## config.mk

```make
export PLATFORM = sky130hd
export DESIGN_NAME = mpm_menu_mapper
export DESIGN_NICKNAME = d
export VERILOG_FILES = /design/src/verilog/mpm_pkg.sv /design/src/verilog/mpm_menu_mapper.sv
export SDC_FILE = /design/constraint.sdc
export NUM_CORES = 1
export LEC_CHECK = 0
export BUFFER_PORTS_ARGS = -buffer_cell sky130_fd_sc_hd__buf_2
export CAP_MARGIN = 25
export CORE_MARGIN = 2
export CORE_UTILIZATION = 53
export CTS_CLUSTER_SIZE = 28
export DETAILED_ROUTE_END_ITERATION = 16
export MAX_ROUTING_LAYER = met4
export PLACE_DENSITY = 0.92
export RECOVER_POWER = 50
export SKIP_CTS_REPAIR_TIMING = 1
export SLEW_MARGIN = 20
export SYNTH_ARGS = -nofsm -noshare
export SYNTH_HDL_FRONTEND = slang
export SYNTH_SLANG_ARGS = --single-unit
```

## constraint.sdc

```tcl
create_clock -name ref_clk -period 3.2 [get_ports ref_clk]
set_input_delay 0.64 -clock ref_clk [delete_from_list [all_inputs] [get_ports ref_clk]]
set_output_delay 0.64 -clock ref_clk [all_outputs]
set_load 0.01 [all_outputs]
```

## src/verilog/mpm_pkg.sv

```systemverilog
// mpm_pkg: constants for the menu parameter mapper
// assumes: single 200 MHz clock domain, used by mpm_menu_mapper and its testbench
package mpm_pkg;
    // menu numbers
    localparam logic [6:0] MPM_MENU_A      = 7'h12; // paired 16-bit menu (18)
    localparam logic [6:0] MPM_MENU_B      = 7'h13; // paired 16-bit menu (19)
    localparam logic [6:0] MPM_MENU_W      = 7'h14; // wide menu (20)
    localparam logic [6:0] MPM_MENU_NUM    = 7'h46; // numbered access menu (70)
    // slot ranges
    localparam logic [6:0] MPM_RO_FIRST    = 7'h02; // first read-only slot, menus 18/19
    localparam logic [6:0] MPM_RO_LAST     = 7'h0a; // last read-only slot
    localparam logic [6:0] MPM_MAP_LAST    = 7'h1e; // last mapped slot (30)
    localparam logic [6:0] MPM_W_FIRST     = 7'h01; // first menu 20 slot
    localparam logic [6:0] MPM_W16_LAST    = 7'h14; // last 16-bit menu 20 slot (20)
    localparam logic [6:0] MPM_W_LAST      = 7'h28; // last menu 20 slot (40)
    // word order settings
    localparam logic       MPM_ORDER_MSW_LSW = 1'b0; // default: low half in lower slot
    localparam logic       MPM_ORDER_RESET   = MPM_ORDER_MSW_LSW;
    // menu access source codes
    localparam logic [1:0] MPM_SRC_CYCLIC  = 2'h0; // cyclic fieldbus menu access
    localparam logic [1:0] MPM_SRC_NONCYC  = 2'h1; // non-cyclic fieldbus / explicit / modbus
    localparam logic [1:0] MPM_SRC_FRONT   = 2'h2; // front-panel modbus rtu
    localparam logic [31:0] MPM_DATA_RESET = 32'h0000_0000;
    // service scheduler states
    typedef enum logic [1:0] {MPM_IDLE, MPM_PUSH, MPM_PULL, MPM_DONE} mpm_state_t;
endpackage : mpm_pkg

```

## src/verilog/mpm_menu_mapper.sv

```systemverilog
// mpm_menu_mapper: one mapping slot between an internal parameter and a drive menu
// assumes: internal parameter and menu request share ref_clk; inputs are synchronous
// Functional notes
// - 32-bit in menu 18/19 uses two slots
// - word order selects which slot holds halves
// - menu 18 slots 2-10 read-only, 11-30 mapped
// - menu 19 slots 2-10 read-only, 11-30 mapped
// - menu 20: slots 1-20 16-bit, 21-40 32-bit
// - menu 20 parameter occupies one slot
// - values cross as scaled plain integers
// - writable parameter: changes flow both ways
// - read-only parameter: menu shows, writes refused with an error
// - copying runs asynchronously at program priority
// - menu 70 number reaches internal parameter
// - numbered parameters blocked from front-panel modbus
`timescale 1ns/1ps
module mpm_menu_mapper
    import mpm_pkg::*;
#(
    parameter int DW = 32 // internal parameter width
) (
    input  wire logic          ref_clk,
    input  wire logic          arst_n,
    // mapping configuration
    input  wire logic [6:0]    cfg_menu,       // menu the parameter is mapped to
    input  wire logic [6:0]    cfg_slot,       // first slot of the mapping
    input  wire logic          cfg_wide,       // parameter is 32-bit
    input  wire logic          cfg_swap,       // word order: 1 puts high half in lower slot
    input  wire logic          cfg_par_ro,     // internal parameter is read-only
    input  wire logic [15:0]   cfg_drive_num,  // assigned drive parameter number (menu 70)
    input  wire logic          cfg_num_en,     // numbered access enabled
    // internal side: scaled integer value
    input  wire logic [DW-1:0] par_value,      // current scaled internal value
    input  wire logic          par_changed,    // internal value updated (pulse)
    input  wire logic          svc_slot,       // program-priority service slot (pulse)
    // menu side request
    input  wire logic          mreq_valid,     // menu access request
    input  wire logic          mreq_write,     // 1 write, 0 read
    input  wire logic [1:0]    mreq_src,       // request source
    input  wire logic [6:0]    mreq_menu,      // menu number, or 70 for numbered access
    input  wire logic [6:0]    mreq_slot,      // slot within menu
    input  wire logic [15:0]   mreq_num,       // drive parameter number for menu 70
    input  wire logic [31:0]   mreq_wdata,     // write data
    // menu side answer
    output logic               mrsp_valid,     // answer strobe
    output logic               mrsp_err,       // request refused
    output logic [31:0]        mrsp_rdata,     // read data
    // internal write-back
    output logic               par_wr,         // write internal parameter (pulse)
    output logic [DW-1:0]      par_wdata       // scaled value to store
);

    ////////////////////////////////////////////////////////////////////////
    // address classification helpers

    // which part of the mapping a slot hits: 01 first slot, 10 second half, 00 none
    function automatic logic [1:0] hit_part(input logic [6:0] menu,
                                            input logic [6:0] slot,
                                            input logic [6:0] c_menu,
                                            input logic [6:0] c_slot,
                                            input logic       wide);
        logic [6:0] nxt;
        nxt = 7'(c_slot + 7'h01);
        hit_part = 2'b00;
        if (menu == c_menu && slot == c_slot)
            hit_part = 2'b01;                          // first slot
        else if (menu == c_menu && slot == nxt && wide &&
                 (c_menu == MPM_MENU_A || c_menu == MPM_MENU_B))
            hit_part = 2'b10;                          // second half
    endfunction : hit_part

    // config legality of a menu/slot placement
    function automatic logic place_ok(input logic [6:0] menu,
                                      input logic [6:0] slot,
                                      input logic       wide);
        place_ok = 1'b0;
        if (menu == MPM_MENU_A || menu == MPM_MENU_B)
            // paired menus: only slots above the read-only block are mappable
            // eight-bit sum so that a top slot cannot wrap into range
            place_ok = (slot > MPM_RO_LAST) &&
                       (({1'b0, slot} + {7'h00, wide}) <= {1'b0, MPM_MAP_LAST});
        else if (menu == MPM_MENU_W)
            // wide menu: width picks the slot block, one slot each
            place_ok = wide ? (slot > MPM_W16_LAST && slot <= MPM_W_LAST)
                            : (slot >= MPM_W_FIRST && slot <= MPM_W16_LAST);
    endfunction : place_ok

    ////////////////////////////////////////////////////////////////////////
    // state

    mpm_state_t      st_q, st_d;         // service scheduler
    logic [31:0]     menu_q, menu_d;     // menu-side image, both halves
    logic [31:0]     pend_q, pend_d;     // menu write waiting for service
    logic            pend_v_q, pend_v_d; // menu write pending
    logic            dirty_q, dirty_d;   // internal change waiting for service
    logic            rsp_v_q, rsp_v_d;
    logic            rsp_e_q, rsp_e_d;
    logic [31:0]     rsp_d_q, rsp_d_d;
    logic            wr_q, wr_d;
    logic [DW-1:0]   wd_q, wd_d;

    // word-ordered halves of the menu image
    logic [15:0]     lo_slot_val;        // value shown in lower-numbered slot
    logic [15:0]     hi_slot_val;        // value shown in higher-numbered slot
    logic [1:0]      part;
    logic            num_hit;
    logic            ro_area;
    logic            ok_cfg;
    logic            take_wr;            // menu write accepted this cycle

    ////////////////////////////////////////////////////////////////////////
    // combinational next state

    always_comb begin
        st_d     = st_q;
        menu_d   = menu_q;
        pend_d   = pend_q;
        pend_v_d = pend_v_q;
        dirty_d  = dirty_q | par_changed;
        rsp_v_d  = 1'b0;
        rsp_e_d  = 1'b0;
        rsp_d_d  = rsp_d_q;
        wr_d     = 1'b0;
        wd_d     = wd_q;
        take_wr  = 1'b0;
        ok_cfg   = place_ok(cfg_menu, cfg_slot, cfg_wide);
        // swap puts high half in lower slot, default low half there
        lo_slot_val = cfg_swap ? menu_q[31:16] : menu_q[15:0];
        hi_slot_val = cfg_swap ? menu_q[15:0]  : menu_q[31:16];
        part     = hit_part(mreq_menu, mreq_slot, cfg_menu, cfg_slot, cfg_wide);
        num_hit  = (mreq_menu == MPM_MENU_NUM) && cfg_num_en &&
                   (mreq_num == cfg_drive_num);
        ro_area  = (mreq_menu == MPM_MENU_A || mreq_menu == MPM_MENU_B) &&
                   mreq_slot >= MPM_RO_FIRST && mreq_slot <= MPM_RO_LAST;

        // menu-side request, answered next cycle
        if (mreq_valid) begin
            rsp_v_d = 1'b1;
            if (num_hit && mreq_src == MPM_SRC_FRONT) begin
                rsp_e_d = 1'b1;
            end else if (num_hit || (part != 2'b00 && ok_cfg)) begin
                // read: whole value on numbered/menu 20, one half on 18/19
                if (num_hit || mreq_menu == MPM_MENU_W)
                    rsp_d_d = menu_q;
                else if (part == 2'b01)
                    rsp_d_d = cfg_wide ? {16'h0000, lo_slot_val}
                                       : {16'h0000, menu_q[15:0]};
                else
                    rsp_d_d = {16'h0000, hi_slot_val};
                if (mreq_write) begin
                    if (cfg_par_ro) begin
                        rsp_e_d = 1'b1;
                    end else begin
                        // merge half into a shadow; commit both halves at once
                        if (num_hit || mreq_menu == MPM_MENU_W || !cfg_wide)
                            pend_d = mreq_wdata;
                        else if ((part == 2'b01) != cfg_swap)
                            pend_d = {pend_q[31:16], mreq_wdata[15:0]};
                        else
                            pend_d = {mreq_wdata[15:0], pend_q[15:0]};
                        pend_v_d = 1'b1;
                        take_wr  = 1'b1;
                    end
                end
            end else if (ro_area && mreq_write) begin
                rsp_e_d = 1'b1;
            end else if (!ro_area) begin
                rsp_e_d = 1'b1;                                 // unmapped slot
            end else begin
                rsp_d_d = 32'h0000_0000;                        // unused read-only slot
            end
        end

        // copy service, run only in program-priority slots
        case (st_q)
            MPM_IDLE: begin
                if (svc_slot && pend_v_q)
                    st_d = MPM_PULL;
                else if (svc_slot && dirty_q)
                    st_d = MPM_PUSH;
            end
            MPM_PUSH: begin
                // internal change refreshes both halves in one step
                menu_d  = 32'(par_value);
                // a menu write taken in this same cycle keeps its shadow
                if (!take_wr)
                    pend_d = 32'(par_value);
                dirty_d = par_changed;
                st_d    = MPM_DONE;
            end
            MPM_PULL: begin
                // menu write reaches the internal parameter unscaled
                // a read-only parameter is never written back
                wr_d     = !cfg_par_ro;
                wd_d     = DW'(pend_q);
                if (!cfg_par_ro)
                    menu_d = pend_q;
                // set wins: a write or a change in this cycle stays pending
                pend_v_d = take_wr;
                dirty_d  = par_changed;
                st_d     = MPM_DONE;
            end
            MPM_DONE: st_d = MPM_IDLE;
            default:  st_d = MPM_IDLE;
        endcase
    end

    ////////////////////////////////////////////////////////////////////////
    // registers

    always_ff @(posedge ref_clk or negedge arst_n) begin
        if (!arst_n) begin
            st_q     <= MPM_IDLE;
            menu_q   <= MPM_DATA_RESET;
            pend_q   <= MPM_DATA_RESET;
            pend_v_q <= 1'b0;
            dirty_q  <= 1'b1;               // first service copies the value out
            rsp_v_q  <= 1'b0;
            rsp_e_q  <= 1'b0;
            rsp_d_q  <= MPM_DATA_RESET;
            wr_q     <= 1'b0;
            wd_q     <= '0;
        end else begin
            st_q     <= st_d;
            menu_q   <= menu_d;
            pend_q   <= pend_d;
            pend_v_q <= pend_v_d;
            dirty_q  <= dirty_d;
            rsp_v_q  <= rsp_v_d;
            rsp_e_q  <= rsp_e_d;
            rsp_d_q  <= rsp_d_d;
            wr_q     <= wr_d;
            wd_q     <= wd_d;
        end
    end

    // outputs straight from flip-flops
    assign mrsp_valid = rsp_v_q;
    assign mrsp_err   = rsp_e_q;
    assign mrsp_rdata = rsp_d_q;
    assign par_wr     = wr_q;
    assign par_wdata  = wd_q;

endmodule : mpm_menu_mapper

```

; Word level (Yosys, flattened, before mapping)
; Index checks and enable logic that the tools add are counted.
[word_totals]
in_bits = 136
register_bits = 135
word_cells = 126
output_inout_bits = 67
[classes]
bitwise = 2
reduce_logical = 34
n_eq_ne = 22
n_mux = 48
n_addsub = 2
n_lt_le_gt_ge = 8
[op_table]
columns = cell, count
row1 = 32-bit two-way mux, 14
row2 = 16-bit two-way mux, 4
row3 = 32-bit one-hot mux with 2 select lines, 1
row4 = 7-bit by 5-bit equality test with 1-bit output (second input constant), 6
row5 = 1-bit two-way mux, 24
row6 = 7-bit equality test, 3
row7 = 16-bit equality test, 1
row8 = 1-bit logical AND, 16
row9 = 2-bit nonzero test, 6
row10 = 7-bit by 1-bit adder with 8-bit output, 1
row11 = 8-bit by 5-bit <= comparator with 1-bit output (second input constant), 1
row12 = 2-bit two-way mux, 4
row13 = 7-bit by 1-bit adder with 7-bit output (second input constant), 1
row14 = 7-bit equality test (second input constant), 1
row15 = 7-bit by 1-bit >= comparator with 1-bit output (second input constant), 1
row16 = 7-bit by 2-bit >= comparator with 1-bit output (second input constant), 1
row17 = 7-bit by 4-bit greater-than comparator with 1-bit output (second input constant), 1
row18 = 7-bit by 5-bit greater-than comparator with 1-bit output (second input constant), 1
row19 = 7-bit by 4-bit <= comparator with 1-bit output (second input constant), 1
row20 = 7-bit by 5-bit <= comparator with 1-bit output (second input constant), 1
row21 = 7-bit by 6-bit <= comparator with 1-bit output (second input constant), 1
row22 = 2-bit equality test (second input constant), 3
row23 = 2-bit one-hot mux with 3 select lines, 1
row24 = 1-bit logical OR, 5
row25 = 13 further kinds, 17

; Logic depth before layout (Yosys ltp)
[logic_depth]
depth_word = 18
ltp_mapped = 14
ltp_nobuf = 10

; Least setup slack after synthesis
; No wires, ideal clock.
[synth_timing]
path_type = input to register
start = in cfg_slot[1]
end = reg pend_q[22]
setup_time_ps = 79
path_stages = 14
slack_ps = 75
path_buffers = 4
arrival_time_ps = 3045
t_required_ps = 3121
path_cell_list = clkbuf_1 inv_1 ha_1 or4_1 nor2_1 a211oi_1 o2111ai_1 a22oi_1 or2_2 buf_4 nand3_1 buf_2 buf_6 mux2i_1
[synth_via]
elab_chain_len = 18
[synth_rtl]
columns = item, line
row1 = start: declaration, mpm_menu_mapper.sv:26  ; input wire logic [6:0] cfg_slot,
row2 = 7-bit by 1-bit adder with 7-bit output, mpm_menu_mapper.sv:63  ; nxt = 7'(c_slot + 7'h01);
row3 = 7-bit equality test, mpm_menu_mapper.sv:67  ; else if (menu == c_menu && slot == nxt && wide &&
row4 = 1-bit logical AND (3 in series), mpm_menu_mapper.sv:67
row5 = 2-bit two-way mux, mpm_menu_mapper.sv:67
row6 = 2-bit two-way mux, mpm_menu_mapper.sv:65  ; if (menu == c_menu && slot == c_slot)
row7 = 2-bit by 1-bit equality test with 1-bit output, mpm_menu_mapper.sv:157  ; else if ((part == 2'b01) != cfg_swap)
row8 = 1-bit inequality test, mpm_menu_mapper.sv:157
row9 = 32-bit two-way mux, mpm_menu_mapper.sv:157
row10 = 32-bit two-way mux, mpm_menu_mapper.sv:155  ; if (num_hit || mreq_menu == MPM_MENU_W || !cfg_wide)
row11 = 32-bit two-way mux, mpm_menu_mapper.sv:151  ; if (cfg_par_ro) begin
row12 = 32-bit two-way mux, mpm_menu_mapper.sv:150  ; if (mreq_write) begin
row13 = 32-bit two-way mux, mpm_menu_mapper.sv:141  ; end else if (num_hit || (part != 2'b00 && ok_cfg)) begin
row14 = 32-bit two-way mux, mpm_menu_mapper.sv:139  ; if (num_hit && mreq_src == MPM_SRC_FRONT) begin
row15 = 32-bit two-way mux, mpm_menu_mapper.sv:137  ; if (mreq_valid) begin
row16 = 32-bit two-way mux, mpm_menu_mapper.sv:186  ; if (!take_wr)
row17 = 32-bit two-way mux *, mpm_menu_mapper.sv:175  ; case (st_q)
row18 = named net pend_d[22], mpm_menu_mapper.sv:93  ; logic [31:0] pend_q, pend_d;
row19 = end signal: assignment, mpm_menu_mapper.sv:226  ; pend_q <= pend_d;
row20 = end: declaration, mpm_menu_mapper.sv:93
; The timed path passes the listed nets; every way through them passes the cells marked *.
; A chain may end at the register's enable or synchronous reset.

; Worst setup path in the final report
[layout_timing]
start = in cfg_drive_num[7]
end = reg pend_q[3]
[layout_via]
elab_chain_len = 12
[layout_rtl]
columns = item, line
row1 = start: declaration, mpm_menu_mapper.sv:30  ; input wire logic [15:0] cfg_drive_num,
row2 = 16-bit equality test *, mpm_menu_mapper.sv:132  ; (mreq_num == cfg_drive_num);
row3 = 1-bit logical AND *, mpm_menu_mapper.sv:131  ; num_hit = (mreq_menu == MPM_MENU_NUM) && cfg_num_en &&
row4 = 1-bit logical OR (2 in series), mpm_menu_mapper.sv:155
row5 = 32-bit two-way mux, mpm_menu_mapper.sv:155
row6 = 32-bit two-way mux, mpm_menu_mapper.sv:151
row7 = 32-bit two-way mux, mpm_menu_mapper.sv:150
row8 = 32-bit two-way mux, mpm_menu_mapper.sv:141
row9 = 32-bit two-way mux, mpm_menu_mapper.sv:139
row10 = 32-bit two-way mux, mpm_menu_mapper.sv:137
row11 = 32-bit two-way mux, mpm_menu_mapper.sv:186
row12 = 32-bit two-way mux *, mpm_menu_mapper.sv:175
row13 = named net pend_d[3], mpm_menu_mapper.sv:93
; Marked as above.

==> results.cfg <==
[power_and_ir_drop]
powerDensity_nw_per_um2 = 815
leakagePower_nw = 4.44
vdd_drop_max_v = 0.000606
p_total_mw = 7.77

[global_route]
antenna_found_initial = 3
track_usage = 0.276
grt_overflow = 0
grt_max_degree = 66
grt_pass1_wl_mm = 31.4
grt_pass1_vias = 6279

[run_status]
status = finished, violations left
violations = capacitance limit, slew limit

[final_layout]
multi_input_area_um2 = 3850
fillCellCount = 1052
drive_gt1_frac = 0.382
layout.nets = 1052
stdcell_count = 1102
area_growth_pct = 25.7
seq_area_um2 = 3380
fin_util = 0.684

[synthesis]
async_flop_share = 1.00
synth.top_cells.by_area = dfrtp_1, mux2_2, mux2i_1, mux2_4, o21ai_0
syn_area_per_cell_um2 = 10.9
synth_area_um2 = 7580
synth_top_area_share = 0.442
yosys.area.top_type = dfrtp_1
synth_flop_cell = dfrtp_1
synth_edf_count = 0
yosys_warnings = 0
synthDistinctLibCells = 59
syn-num-nets = 841
netlist_instances = 696
synth-seq-cells = 135
ys_seq_area_frac = 0.446

[critical_path]
endpoint_kind = flip-flop
arrival_ns = 3.20
crit_type = input pin to flip-flop
path_delay_family = simple AND/OR/NAND/NOR gates
startpoint_type = input pin
cp.required_ns = 3.50
critical_path_buf_inv_count = 2
cp_max_fo = 16
crit_chain = buf_2 > xor2_1 > nor4_1 > nand3_1 > or4b_1 > nand4bb_1 > and4b_1 > buf_12 > mux2_2 > mux2_2
max_stage_delay_ns = 0.64
crit_slowest_cell = or4b_1
crit_path_frequent_cell = mux2_2

[routing]
routed.top_layer = met4
drt_wl_total_mm = 20.1
wl_met1_mm = 8.80
first_iter_violations = 503
wl_per_cell_um = 18.2
drcViolationCount = 0
dr.pass1.iters = 5
final_antenna_net_count = 0
dr_wl_met3_mm = 1.30
via_per_inst = 5.69
wl_met2_mm = 9.18
vias = 6265

[die]
boundaryPins = 203
die_area_um2 = 15300
std_cell_rows = 43
die_w_um = 124
die-height_um = 124
start_util = 0.544
core_area_um2 = 13900

[cts]
cts_max_level = 4
clkSinkCount = 135
clockBufferDepth = 2
clk_pin_slew_worst_paths_ns = 0.06
cts-root-buf = clkbuf_16
insertion_delay_ns = 0.41
cts_buffers = 17
cts_tree = done

[placed_design]
placedCellCount = 1068
hpwl_mm = 14.9
gp_congestion = 1.01
preCtsSetupSlack_ns = -0.142
numPortBuffers = 202

[sta]
hold_viol = 0
period_share = 0.909
slew_violations = 66
fin_crit_ns = 2.91
rsz0062_at_grt = false
fin_ws_ns = 0.292
setup_viol = 0
holdWs_ns = 0.393
fin_skew_ns = 0.00925
max_slew_margin = -0.0433
fmax_mhz = 344
worstMarginPinSlew_ns = 1.56

[flow_run]
cap_violations = 1

[worst_hold_path]
hold_path.class = input pin to flip-flop
==> per-stage QoR <==
stage	area [um^2]	setup TNS (ns)
after floorplan	7580	0
after global placement	8940	-0.800
after detailed placement	8940	-1.80
after CTS	9570	0
after global routing	9530	0
final	9530	0
==> flip-flops by register name (all words and copies together), names as in the netlist <==
register,cells
mrsp_rdata,32
par_wr,1
dirty_q,1
par_wdata,32
pend_v_q,1
mrsp_err,1
pend_q,32
mrsp_valid,1
menu_q,32
st_q,2
==> layout by cell type, fill, tap and decap left out, drive strengths merged, types with 3 or more instances in the layout <==
master    netlist  layout
buf            20     206
dfrtp         134     134
mux2           97      97
mux2i          80      80
clkbuf         24      49
o21ai          46      46
inv            42      43
nor2           38      38
a21oi          35      35
nand3          29      29
nand4          20      20
xor2           20      20
xnor2          14      14
nand2          14      14
nor4           10      10
ha              9       9
or3             5       5
nor2b           5       5
nor3            4       4
bufinv          0       4
clkinv          0       4
diode           0       3
nand3b          3       3
a211oi          3       3
o21a            3       3
a21o            3       3
nand2b          3       3
clkinvlp        0       3
==> logic make-up (layout without fill, tap and decap cells) <==
group           count (synthesis)  count (layout)  synth area share
mux                           177             177             0.260
simple gates                  148             148             0.109
flops                         135             135             0.446
compound gates                107             107            0.0822
buf+inv                        86             309            0.0497
xor+xnor                       34              34            0.0393
fa+ha+maj                       9               9            0.0149
other cells                     0               3                 0
==> area by class of cell <==
cell class | count | area share
diodes | 3 | 0.000788
clock buffers | 19 | 0.0475
clock inverters | 12 | 0.0184
inverters | 42 | 0.0165
multi-input cells | 475 | 0.404
flip-flops and latches | 135 | 0.355
well taps | 180 | 0.0236
repair buffers | 236 | 0.135
==> cells in the mapped netlist, types with 14 or more instances <==
master    number
nand4_1       20
dfrtp_1      134
inv_1         42
nand3_1       29
nand2_1       14
xnor2_1       14
xor2_1        20
mux2_2        77
mux2i_1       80
mux2_4        20
nor2_1        38
o21ai_0       42
clkbuf_1      23
a21oi_1       35
==> where the power goes <==
group / internal [mW] / switching (mW)
logic: 1.42 / 1.40
registers: 2.39 / 0.492
clock network: 1.34 / 0.725
total: 5.15 / 2.62
==> path summary, 6_finish.rpt <==
kind,startpoint,to,slack (ns),cells past startpoint
hold / removal,mreq_valid,mrsp_valid,0.39,1
setup reg to reg,st_q[0],menu_q[24],1.04,6
hold reg to reg,par_wdata[24],par_wdata[24],0.50,1
setup / recovery,cfg_drive_num[7],pend_q[3],0.29,10
min in group asynchronous,arst_n,menu_q[25],0.62,1
max in group asynchronous,arst_n,menu_q[1],0.69,2
==> layer usage <==
layer | global-route usage | up-vias
met3 | 0.0636 | 56
met4 | 0.122 | 0
li1 | - | 2919
met2 | 0.402 | 254
met5 | - | -
met1 | 0.372 | 3036
Power figures use the tool's default switching activity.
